### config.mk
export PLATFORM = sky130hd
export DESIGN_NAME = standby_ctrl
export DESIGN_NICKNAME = d
export VERILOG_FILES = /design/src/standby_pkg.sv /design/src/settle_if.sv /design/src/settle_counter.sv /design/src/standby_ctrl.sv
export SDC_FILE = /design/constraint.sdc
export NUM_CORES = 1
export LEC_CHECK = 0
export BUFFER_PORTS_ARGS = -buffer_cell sky130_fd_sc_hd__buf_2
export CAP_MARGIN = 20
export CORE_MARGIN = 5
export CORE_UTILIZATION = 35
export DETAILED_ROUTE_END_ITERATION = 6
export SETUP_SLACK_MARGIN = 0.05
export SLEW_MARGIN = 20
export SYNTH_ARGS = -nofsm -noshare
export SYNTH_HDL_FRONTEND = slang
export SYNTH_HIERARCHICAL = 1
export SYNTH_SLANG_ARGS = --single-unit
### constraint.sdc
create_clock -name sys_clk_in -period 3.4 [get_ports sys_clk_in]
set_clock_uncertainty 0.2 [all_clocks]
set_input_delay 0.34 -clock sys_clk_in [delete_from_list [all_inputs] [get_ports sys_clk_in]]
set_output_delay 0.34 -clock sys_clk_in [all_outputs]
set_load 0.01 [all_outputs]
### src/standby_pkg.sv
// Constants and types shared by the standby controller and its settle counter
package standby_pkg;

    // ****************************************************************
    // Register map
    // ****************************************************************
    localparam logic [15:0] OSC_SETTLE_STATUS_ADDR = 16'hffa3;
    localparam logic [15:0] OSC_SETTLE_SELECT_ADDR = 16'hffa4;
    localparam logic [7:0]  OSC_SETTLE_STATUS_RST  = 8'h00;
    localparam logic [2:0]  OSC_SETTLE_SELECT_RST  = 3'h5;
    localparam int          SELECT_W               = 3;
    localparam int          STATUS_W               = 5;

    // ****************************************************************
    // Select codes and thresholds
    // ****************************************************************
    localparam logic [2:0] SEL_2P11 = 3'h1;
    localparam logic [2:0] SEL_2P13 = 3'h2;
    localparam logic [2:0] SEL_2P14 = 3'h3;
    localparam logic [2:0] SEL_2P15 = 3'h4;
    localparam logic [2:0] SEL_2P16 = 3'h5;
    localparam int         COUNT_W  = 17;
    // Crystal periods at which each status bit sets
    localparam logic [16:0] COUNT_2P11 = 17'h0_0800;
    localparam logic [16:0] COUNT_2P13 = 17'h0_2000;
    localparam logic [16:0] COUNT_2P14 = 17'h0_4000;
    localparam logic [16:0] COUNT_2P15 = 17'h0_8000;
    localparam logic [16:0] COUNT_2P16 = 17'h1_0000;

    // ****************************************************************
    // Timing
    // ****************************************************************
    localparam int         RING_WAIT_PERIODS = 17;
    localparam logic [4:0] RING_WAIT_TICKS   = 5'(RING_WAIT_PERIODS);

    // ****************************************************************
    // Standby state
    // ****************************************************************
    typedef enum logic [4:0] {
        ST_RUN       = 5'b00001,
        ST_HALT      = 5'b00010,
        ST_STOP      = 5'b00100,
        ST_WAIT_RING = 5'b01000,
        ST_WAIT_XTAL = 5'b10000
    } standby_state_e;

endpackage : standby_pkg

### src/settle_if.sv
// Link between the standby controller and the stabilisation counter
interface settle_if;
    logic       clear;
    logic       xtal_tick;
    logic       count_ok;
    logic [2:0] select;
    logic [4:0] status;
    logic       done;

    modport ctl (output clear, output xtal_tick, output count_ok, output select, input status, input done);
    modport cnt (input clear, input xtal_tick, input count_ok, input select, output status, output done);
endinterface : settle_if

### src/settle_counter.sv
// Crystal stabilisation counter with thermometer status bits
module settle_counter
(
    input  wire logic sys_clk_in,
    input  wire logic rst_b_in,
    settle_if.cnt     link
);

    typedef struct packed {
        logic [16:0] count;
        logic [4:0]  status;
    } cnt_state_s;

    cnt_state_s st;
    cnt_state_s next_st;
    logic [4:0] reached;

    // ****************************************************************
    // Threshold compare, bit 4 is the lowest threshold
    // ****************************************************************
    always_comb
    begin
        reached[4] = st.count >= standby_pkg::COUNT_2P11;
        reached[3] = st.count >= standby_pkg::COUNT_2P13;
        reached[2] = st.count >= standby_pkg::COUNT_2P14;
        reached[1] = st.count >= standby_pkg::COUNT_2P15;
        reached[0] = st.count >= standby_pkg::COUNT_2P16;
    end

    // Done when the status bit of the selected code is up
    always_comb
    begin
        case (link.select)
            standby_pkg::SEL_2P11: link.done = st.status[4];
            standby_pkg::SEL_2P13: link.done = st.status[3];
            standby_pkg::SEL_2P14: link.done = st.status[2];
            standby_pkg::SEL_2P15: link.done = st.status[1];
            default:               link.done = st.status[0];
        endcase
    end

    // ****************************************************************
    // Next state
    // ****************************************************************
    always_comb
    begin
        next_st = st;
        if (link.clear)
        begin
            next_st = '0;
        end
        else
        begin
            // Counting halts at the selected time, so later bits stay low
            if (link.count_ok && link.xtal_tick && !link.done)
            begin
                next_st.count = st.count + 17'h0_0001;
            end
            next_st.status = st.status | reached;
        end
    end

    always_ff @(posedge sys_clk_in or negedge rst_b_in)
    begin
        if (!rst_b_in)
        begin
            st <= '0;
        end
        else
        begin
            st <= next_st;
        end
    end

    assign link.status = st.status;

endmodule : settle_counter

### src/standby_ctrl.sv
// Standby controller: HALT and STOP modes, clock gating and settle registers
module standby_ctrl
(
    input  wire logic       sys_clk_in,
    input  wire logic       rst_b_in,
    input  wire logic       halt_exec_in,
    input  wire logic       stop_exec_in,
    input  wire logic       irq_in,
    input  wire logic       cpu_on_ring_in,
    input  wire logic       main_osc_stop_bit_in,
    input  wire logic       main_osc_stop_set_in,
    input  wire logic       cpu_clock_select_set_in,
    input  wire logic       internal_ring_oscillator_stop_bit_in,
    input  wire logic       ring_stop_option_in,
    input  wire logic       xtal_tick_in,
    input  wire logic       xtal_running_in,
    input  wire logic       ring_tick_in,
    input  wire logic [15:0] addr_in,
    input  wire logic       rd_in,
    input  wire logic       wr_in,
    input  wire logic [7:0] wdata_in,
    output logic      [7:0] rdata_out,
    output logic            cpu_clk_enable_out,
    output logic            state_hold_out,
    output logic            main_osc_enable_out,
    output logic            internal_ring_oscillator_enable_out,
    output logic            sub_osc_enable_out,
    output logic            halt_mode_out,
    output logic            stop_mode_out
);

    typedef struct packed {
        standby_pkg::standby_state_e mode;
        logic [2:0]                  select;
        logic [4:0]                  ring_cnt;
        logic [7:0]                  rdata;
    } ctrl_state_s;

    ctrl_state_s st;
    ctrl_state_s next_st;
    logic [1:0]  rst_sync;
    logic        rst_b;
    logic        sel_legal;

    settle_if sif ();

    // ****************************************************************
    // Reset release, held low two edges after the pin rises
    // ****************************************************************
    always_ff @(posedge sys_clk_in or negedge rst_b_in)
    begin
        if (!rst_b_in)
        begin
            rst_sync <= 2'b00;
        end
        else
        begin
            rst_sync <= {rst_sync[0], 1'b1};
        end
    end
    assign rst_b = rst_sync[1];

    // ****************************************************************
    // Counter hookup
    // ****************************************************************
    // Clear on any stop or clock-source change; reset clears it too
    assign sif.clear     = stop_exec_in || main_osc_stop_set_in || cpu_clock_select_set_in;
    assign sif.xtal_tick = xtal_tick_in;
    // Count only while the crystal really oscillates
    assign sif.count_ok  = xtal_running_in && !main_osc_stop_bit_in && (st.mode != standby_pkg::ST_STOP);
    assign sif.select    = st.select;

    settle_counter u_settle_counter
    (
        .sys_clk_in (sys_clk_in),
        .rst_b_in   (rst_b),
        .link       (sif.cnt)
    );

    // Prohibited codes are ignored so the wait never goes undefined
    always_comb
    begin
        case (wdata_in[2:0])
            standby_pkg::SEL_2P11,
            standby_pkg::SEL_2P13,
            standby_pkg::SEL_2P14,
            standby_pkg::SEL_2P15,
            standby_pkg::SEL_2P16: sel_legal = 1'b1;
            default:               sel_legal = 1'b0;
        endcase
    end

    // ****************************************************************
    // Next state: mode sequencing and register access
    // ****************************************************************
    always_comb
    begin
        next_st = st;
        case (st.mode)
            standby_pkg::ST_RUN:
            begin
                if (stop_exec_in)
                begin
                    next_st.mode = standby_pkg::ST_STOP;
                end
                else if (halt_exec_in)
                begin
                    next_st.mode = standby_pkg::ST_HALT;
                end
            end
            standby_pkg::ST_HALT:
            begin
                if (irq_in)
                begin
                    next_st.mode = standby_pkg::ST_RUN;
                end
            end
            standby_pkg::ST_STOP:
            begin
                next_st.ring_cnt = '0;
                if (irq_in)
                begin
                    // Ring clock skips the crystal wait entirely
                    if (cpu_on_ring_in)
                    begin
                        next_st.mode = standby_pkg::ST_WAIT_RING;
                    end
                    else
                    begin
                        next_st.mode = standby_pkg::ST_WAIT_XTAL;
                    end
                end
            end
            standby_pkg::ST_WAIT_RING:
            begin
                if (ring_tick_in)
                begin
                    next_st.ring_cnt = st.ring_cnt + 5'h01;
                    if (st.ring_cnt == standby_pkg::RING_WAIT_TICKS - 5'h01)
                    begin
                        next_st.mode = standby_pkg::ST_RUN;
                    end
                end
            end
            standby_pkg::ST_WAIT_XTAL:
            begin
                if (sif.done)
                begin
                    next_st.mode = standby_pkg::ST_RUN;
                end
            end
            default:
            begin
                next_st.mode = standby_pkg::ST_RUN;
            end
        endcase

        // Select register write; status register ignores writes
        if (wr_in && addr_in == standby_pkg::OSC_SETTLE_SELECT_ADDR && sel_legal)
        begin
            next_st.select = wdata_in[2:0];
        end

        // Byte read; a bit read picks its bit from the same byte
        if (rd_in)
        begin
            if (addr_in == standby_pkg::OSC_SETTLE_STATUS_ADDR)
            begin
                next_st.rdata = {3'b000, sif.status};
            end
            else if (addr_in == standby_pkg::OSC_SETTLE_SELECT_ADDR)
            begin
                next_st.rdata = {5'b00000, st.select};
            end
            else
            begin
                next_st.rdata = 8'h00;
            end
        end
    end

    always_ff @(posedge sys_clk_in or negedge rst_b)
    begin
        if (!rst_b)
        begin
            st.mode     <= standby_pkg::ST_RUN;
            st.select   <= standby_pkg::OSC_SETTLE_SELECT_RST;
            st.ring_cnt <= '0;
            st.rdata    <= standby_pkg::OSC_SETTLE_STATUS_RST;
        end
        else
        begin
            st <= next_st;
        end
    end

    // ****************************************************************
    // Outputs
    // ****************************************************************
    assign rdata_out           = st.rdata;
    assign halt_mode_out       = st.mode == standby_pkg::ST_HALT;
    assign stop_mode_out       = st.mode == standby_pkg::ST_STOP;
    // CPU clock only in normal run
    assign cpu_clk_enable_out  = st.mode == standby_pkg::ST_RUN;
    // Everything the CPU owns freezes while its clock is gated
    assign state_hold_out      = st.mode != standby_pkg::ST_RUN;
    // Crystal stops in STOP whatever the CPU clock source
    assign main_osc_enable_out = !main_osc_stop_bit_in && !stop_mode_out;
    // Ring keeps running in HALT and STOP; software stop needs the option
    // Never stopped while it clocks the CPU in standby, or the ring wait would hang
    assign internal_ring_oscillator_enable_out = !(internal_ring_oscillator_stop_bit_in && ring_stop_option_in)
                                 || (cpu_on_ring_in && state_hold_out);
    // Subsystem oscillator is never stopped by standby itself
    assign sub_osc_enable_out  = 1'b1;

endmodule : standby_ctrl

==> results.py <==
metrics = {
    "status": {
        "status": "complete, no violations",
    },
    "sta": {
        "setup_slack_ns": 0.4244,
        "hold-worst-slack_ns": 0.04202,
        "maxSlewViolCount": 0,
        "max_freq_mhz": 336.1,
        "rsz0062_at_grt": "false",
        "tightest_slew_ns": 0.9456,
        "fin_crit_sh_pct": 87.52,
        "hold_viol": 0,
        "fin_crit_ns": 2.976,
        "slew_headroom_pct": 36.96,
        "setup_viol": 0,
        "tns_ns": 0,
    },
    "min_path": {
        "holdPathEnd": "st[18]$_DFFE_PN0P_",
        "hold_path_depth": 2,
        "hp-start": "irq_in",
        "hp-class": "in -> reg",
    },
    "drt": {
        "drc": 0,
        "via_count": 2089,
        "drt-total-wl_um": 5308,
        "vias_per_cell": 5.058,
        "drtAntennaViolNets": 0,
        "first_pass_iters": 4,
        "drt_iter0_drc": 60,
        "wire_per_inst_um": 12.85,
    },
    "cts": {
        "cts_tree": "yes",
        "clk_path_buf_depth": 2,
        "numCtsBuffers": 5,
        "clk_pin_slew_ns": 0.08,
        "post_cts_buffers": 0,
        "root_buffer": "clkbuf_8",
        "cts_resized": 0,
        "cts_max_level": 2,
        "cts_sinks": 42,
        "clk_latency_ns": 0.30,
    },
    "die": {
        "dieArea_sq_mm": 0.009344,
        "core_area_sq_mm": 0.007292,
        "std_cell_rows": 31,
        "die_w_um": 96.67,
        "start_util_pct": 36.05,
        "top_level_ports": 55,
        "die_h_um": 96.67,
    },
    "synthesis": {
        "ys_types": 52,
        "synth_edf_count": 0,
        "synth_adder_area_share_pct": 1.904,
        "ys.flop_type": "dfrtp_1",
        "yosys-top-cells-count": "dfrtp_1 (39), nor2_1 (30), nor2b_1 (18), nand3_1 (16)",
        "syn_inst": 275,
        "synth_top_family_by_area": "simple AND/OR/NAND/NOR gates",
        "synth-xor-area-share_pct": 0.6663,
        "yosys_register_bits": 42,
        "yosysMostFrequentCell": "dfrtp_1",
        "synth_compound_area_share_pct": 14.61,
        "yosysTopAreaCellShare_pct": 37.13,
        "syn_avg_cell_area_sq_um": 9.559,
        "synth.yosys.seq_area_share_pct": 40.12,
        "synthArstFlopShare_pct": 100.0,
        "synth_top_area_cell": "dfrtp_1",
        "syn_area_sq_mm": 0.002629,
        "yosys.area_share.simple_pct": 25.94,
        "synth_area_leaders": "dfrtp_1 (37%), mux2_4 (4.6%), buf_4 (4.3%)",
        "ys_warn_count": 6,
        "muxShareOfSynthArea_pct": 8.472,
    },
    "setup_path": {
        "cp_slowest_cell": "dfstp_2",
        "cp_top_family": "simple AND/OR/NAND/NOR gates",
        "path_buf_inv": 2,
        "timing.rr.start": "st[16]$_DFFE_PN1P_",
        "cp_max_fo": 16,
        "critPathMaxStageDelay_ns": 0.58,
        "r2r_setup_slack_ns": 0.42,
        "end_kind": "flip-flop",
        "critPathArrivalTime_ns": 2.96,
        "critPathRequiredTime_ns": 3.39,
        "critical_path_class": "reg -> reg",
        "rr_worst_depth": 10,
        "worstReg2RegEnd": "u_settle_counter/st[21]$_DFFE_PN0P_",
        "critPathLaunchType": "flip-flop",
        "cp_common_cell": "and2_1",
        "path_cells": "nor4_1 -> nand2_1 -> inv_1 -> nor2_1 -> and2_1 -> and2_1 -> a32oi_4 -> buf_4 -> a2111oi_2 -> mux2_1",
    },
    "place": {
        "io_buffers": 45,
        "place_congestion": 0.7802,
        "dpl.cell_count": 404,
        "place_worst_setup_slack_ns": 0.4223,
        "hpwl_um": 3853,
        "dpl-instance-area_sq_mm": 0.002865,
    },
    "grt": {
        "track_usage_pct": 11.64,
        "antenna_found_initial": 0,
        "grt_max_degree": 41,
        "grt_pass1_vias": 2009,
        "gr-total-overflow": 0,
        "grt_pass1_wl_um": 9315,
    },
    "layout": {
        "finish.utilization_pct": 40.92,
        "drive_above_1_share_pct": 26.75,
        "nets": 357,
        "diodes": 0,
        "design_area_sq_mm": 0.002984,
        "area_growth_pct": 13.52,
        "fin_cells": 413,
        "fillCellCount": 727,
    },
    "power_and_ir_drop": {
        "fin_total_pwr_mw": 1.238,
        "ir_drop_uv": 167.4,
        "power_leakage_nw": 1.289,
        "powerDensity_mw_per_mm2": 414.9,
    },
    "flow_run": {
        "drv_cap": 0,
    },
}
worst max path at each step:
stage / end / slack, ns / start / cells past startpoint
6_report: u_settle_counter/st[21]$_DFFE_PN0P_ / 0.42 / st[16]$_DFFE_PN1P_ / 10
3_3_place_gp: u_settle_counter/st[21]$_DFFE_PN0P_ / 0.46 / st[16]$_DFFE_PN1P_ / 10
3_5_place_dp: u_settle_counter/st[21]$_DFFE_PN0P_ / 0.42 / st[16]$_DFFE_PN1P_ / 10
2_1_floorplan: u_settle_counter/st[10]$_DFFE_PN0P_ / 0.71 / st[20]$_DFFE_PN0P_ / 10
4_1_cts: u_settle_counter/st[21]$_DFFE_PN0P_ / 0.40 / st[16]$_DFFE_PN1P_ / 10
5_1_grt: u_settle_counter/st[14]$_DFFE_PN0P_ / 0.18 / st[17]$_DFFE_PN0P_ / 10
area by class of cell:
class / count / area, sq um / area share [%]
clock inverters: 3 / 40.04 / 1.342
inverters: 15 / 56.30 / 1.887
clock buffers: 5 / 68.82 / 2.306
multi-input cells: 199 / 1375 / 46.08
repair buffers: 50 / 265.3 / 8.889
well taps: 99 / 123.9 / 4.151
flip-flops and latches: 42 / 1055 / 35.35
worst reg2reg max path, stage by stage (launching register included):
cell and delay (ns):
dfstp_2 0.58, nor4_1 0.06, nand2_1 0.17, inv_1 0.17, nor2_1 0.15, and2_1 0.16, and2_1 0.25, a32oi_4 0.12
buf_4 0.23, a2111oi_2 0.42, mux2_1 0.35
placed cells by master, fill, tap and decap left out, drive strengths merged, types with 4 or more instances in the layout:
| cell | instances |
|---|---|
| buf | 49 |
| dfrtp | 39 |
| nor2 | 30 |
| nor2b | 18 |
| nand3 | 16 |
| inv | 15 |
| a21oi | 15 |
| mux2 | 15 |
| nand2 | 13 |
| o21ai | 11 |
| nand4 | 10 |
| nor3 | 7 |
| nor4 | 5 |
| conb | 5 |
| clkbuf | 5 |
| and4 | 5 |
| o31ai | 4 |
| ha | 4 |
logic make-up after synthesis:
family / Yosys count
buf+inv: 37
simple gates: 122
flops: 42
fa+ha+maj: 4
xor+xnor: 2
mux: 17
compound gates: 49
other cells: 2
sequential cells by signal, summed over array words and instances, names as in the netlist:
name / cells
rst_sync: 2
sif.select: 3
st: 10
rdata_out: 5
u_settle_counter/link.status: 5
u_settle_counter/st: 17
what timing repair did:
item / 4_1_cts / 5_1_grt
endpoints found under the hold margin: 2 / 0
setup endpoints to repair: 0 / 0
hold buffers: 1 / 0
routing by layer:
| layer | track usage, % | share of wire [%] | vias to the layer above |
|---|---|---|---|
| li1 | - | - | 1047 |
| met1 | 16.24 | 50 | 992 |
| met2 | 17.09 | 44 | 43 |
| met3 | 3.381 | 5.4 | 7 |
| met4 | 4.212 | 1.4 | 0 |
| met5 | 0 | 0 | - |
report_power, final:
part,switching (mW),internal [mW]
logic,0.157,0.109
clock network,0.175,0.216
registers,0.0438,0.537
total,0.376,0.862
Power figures use the tool's default switching activity.
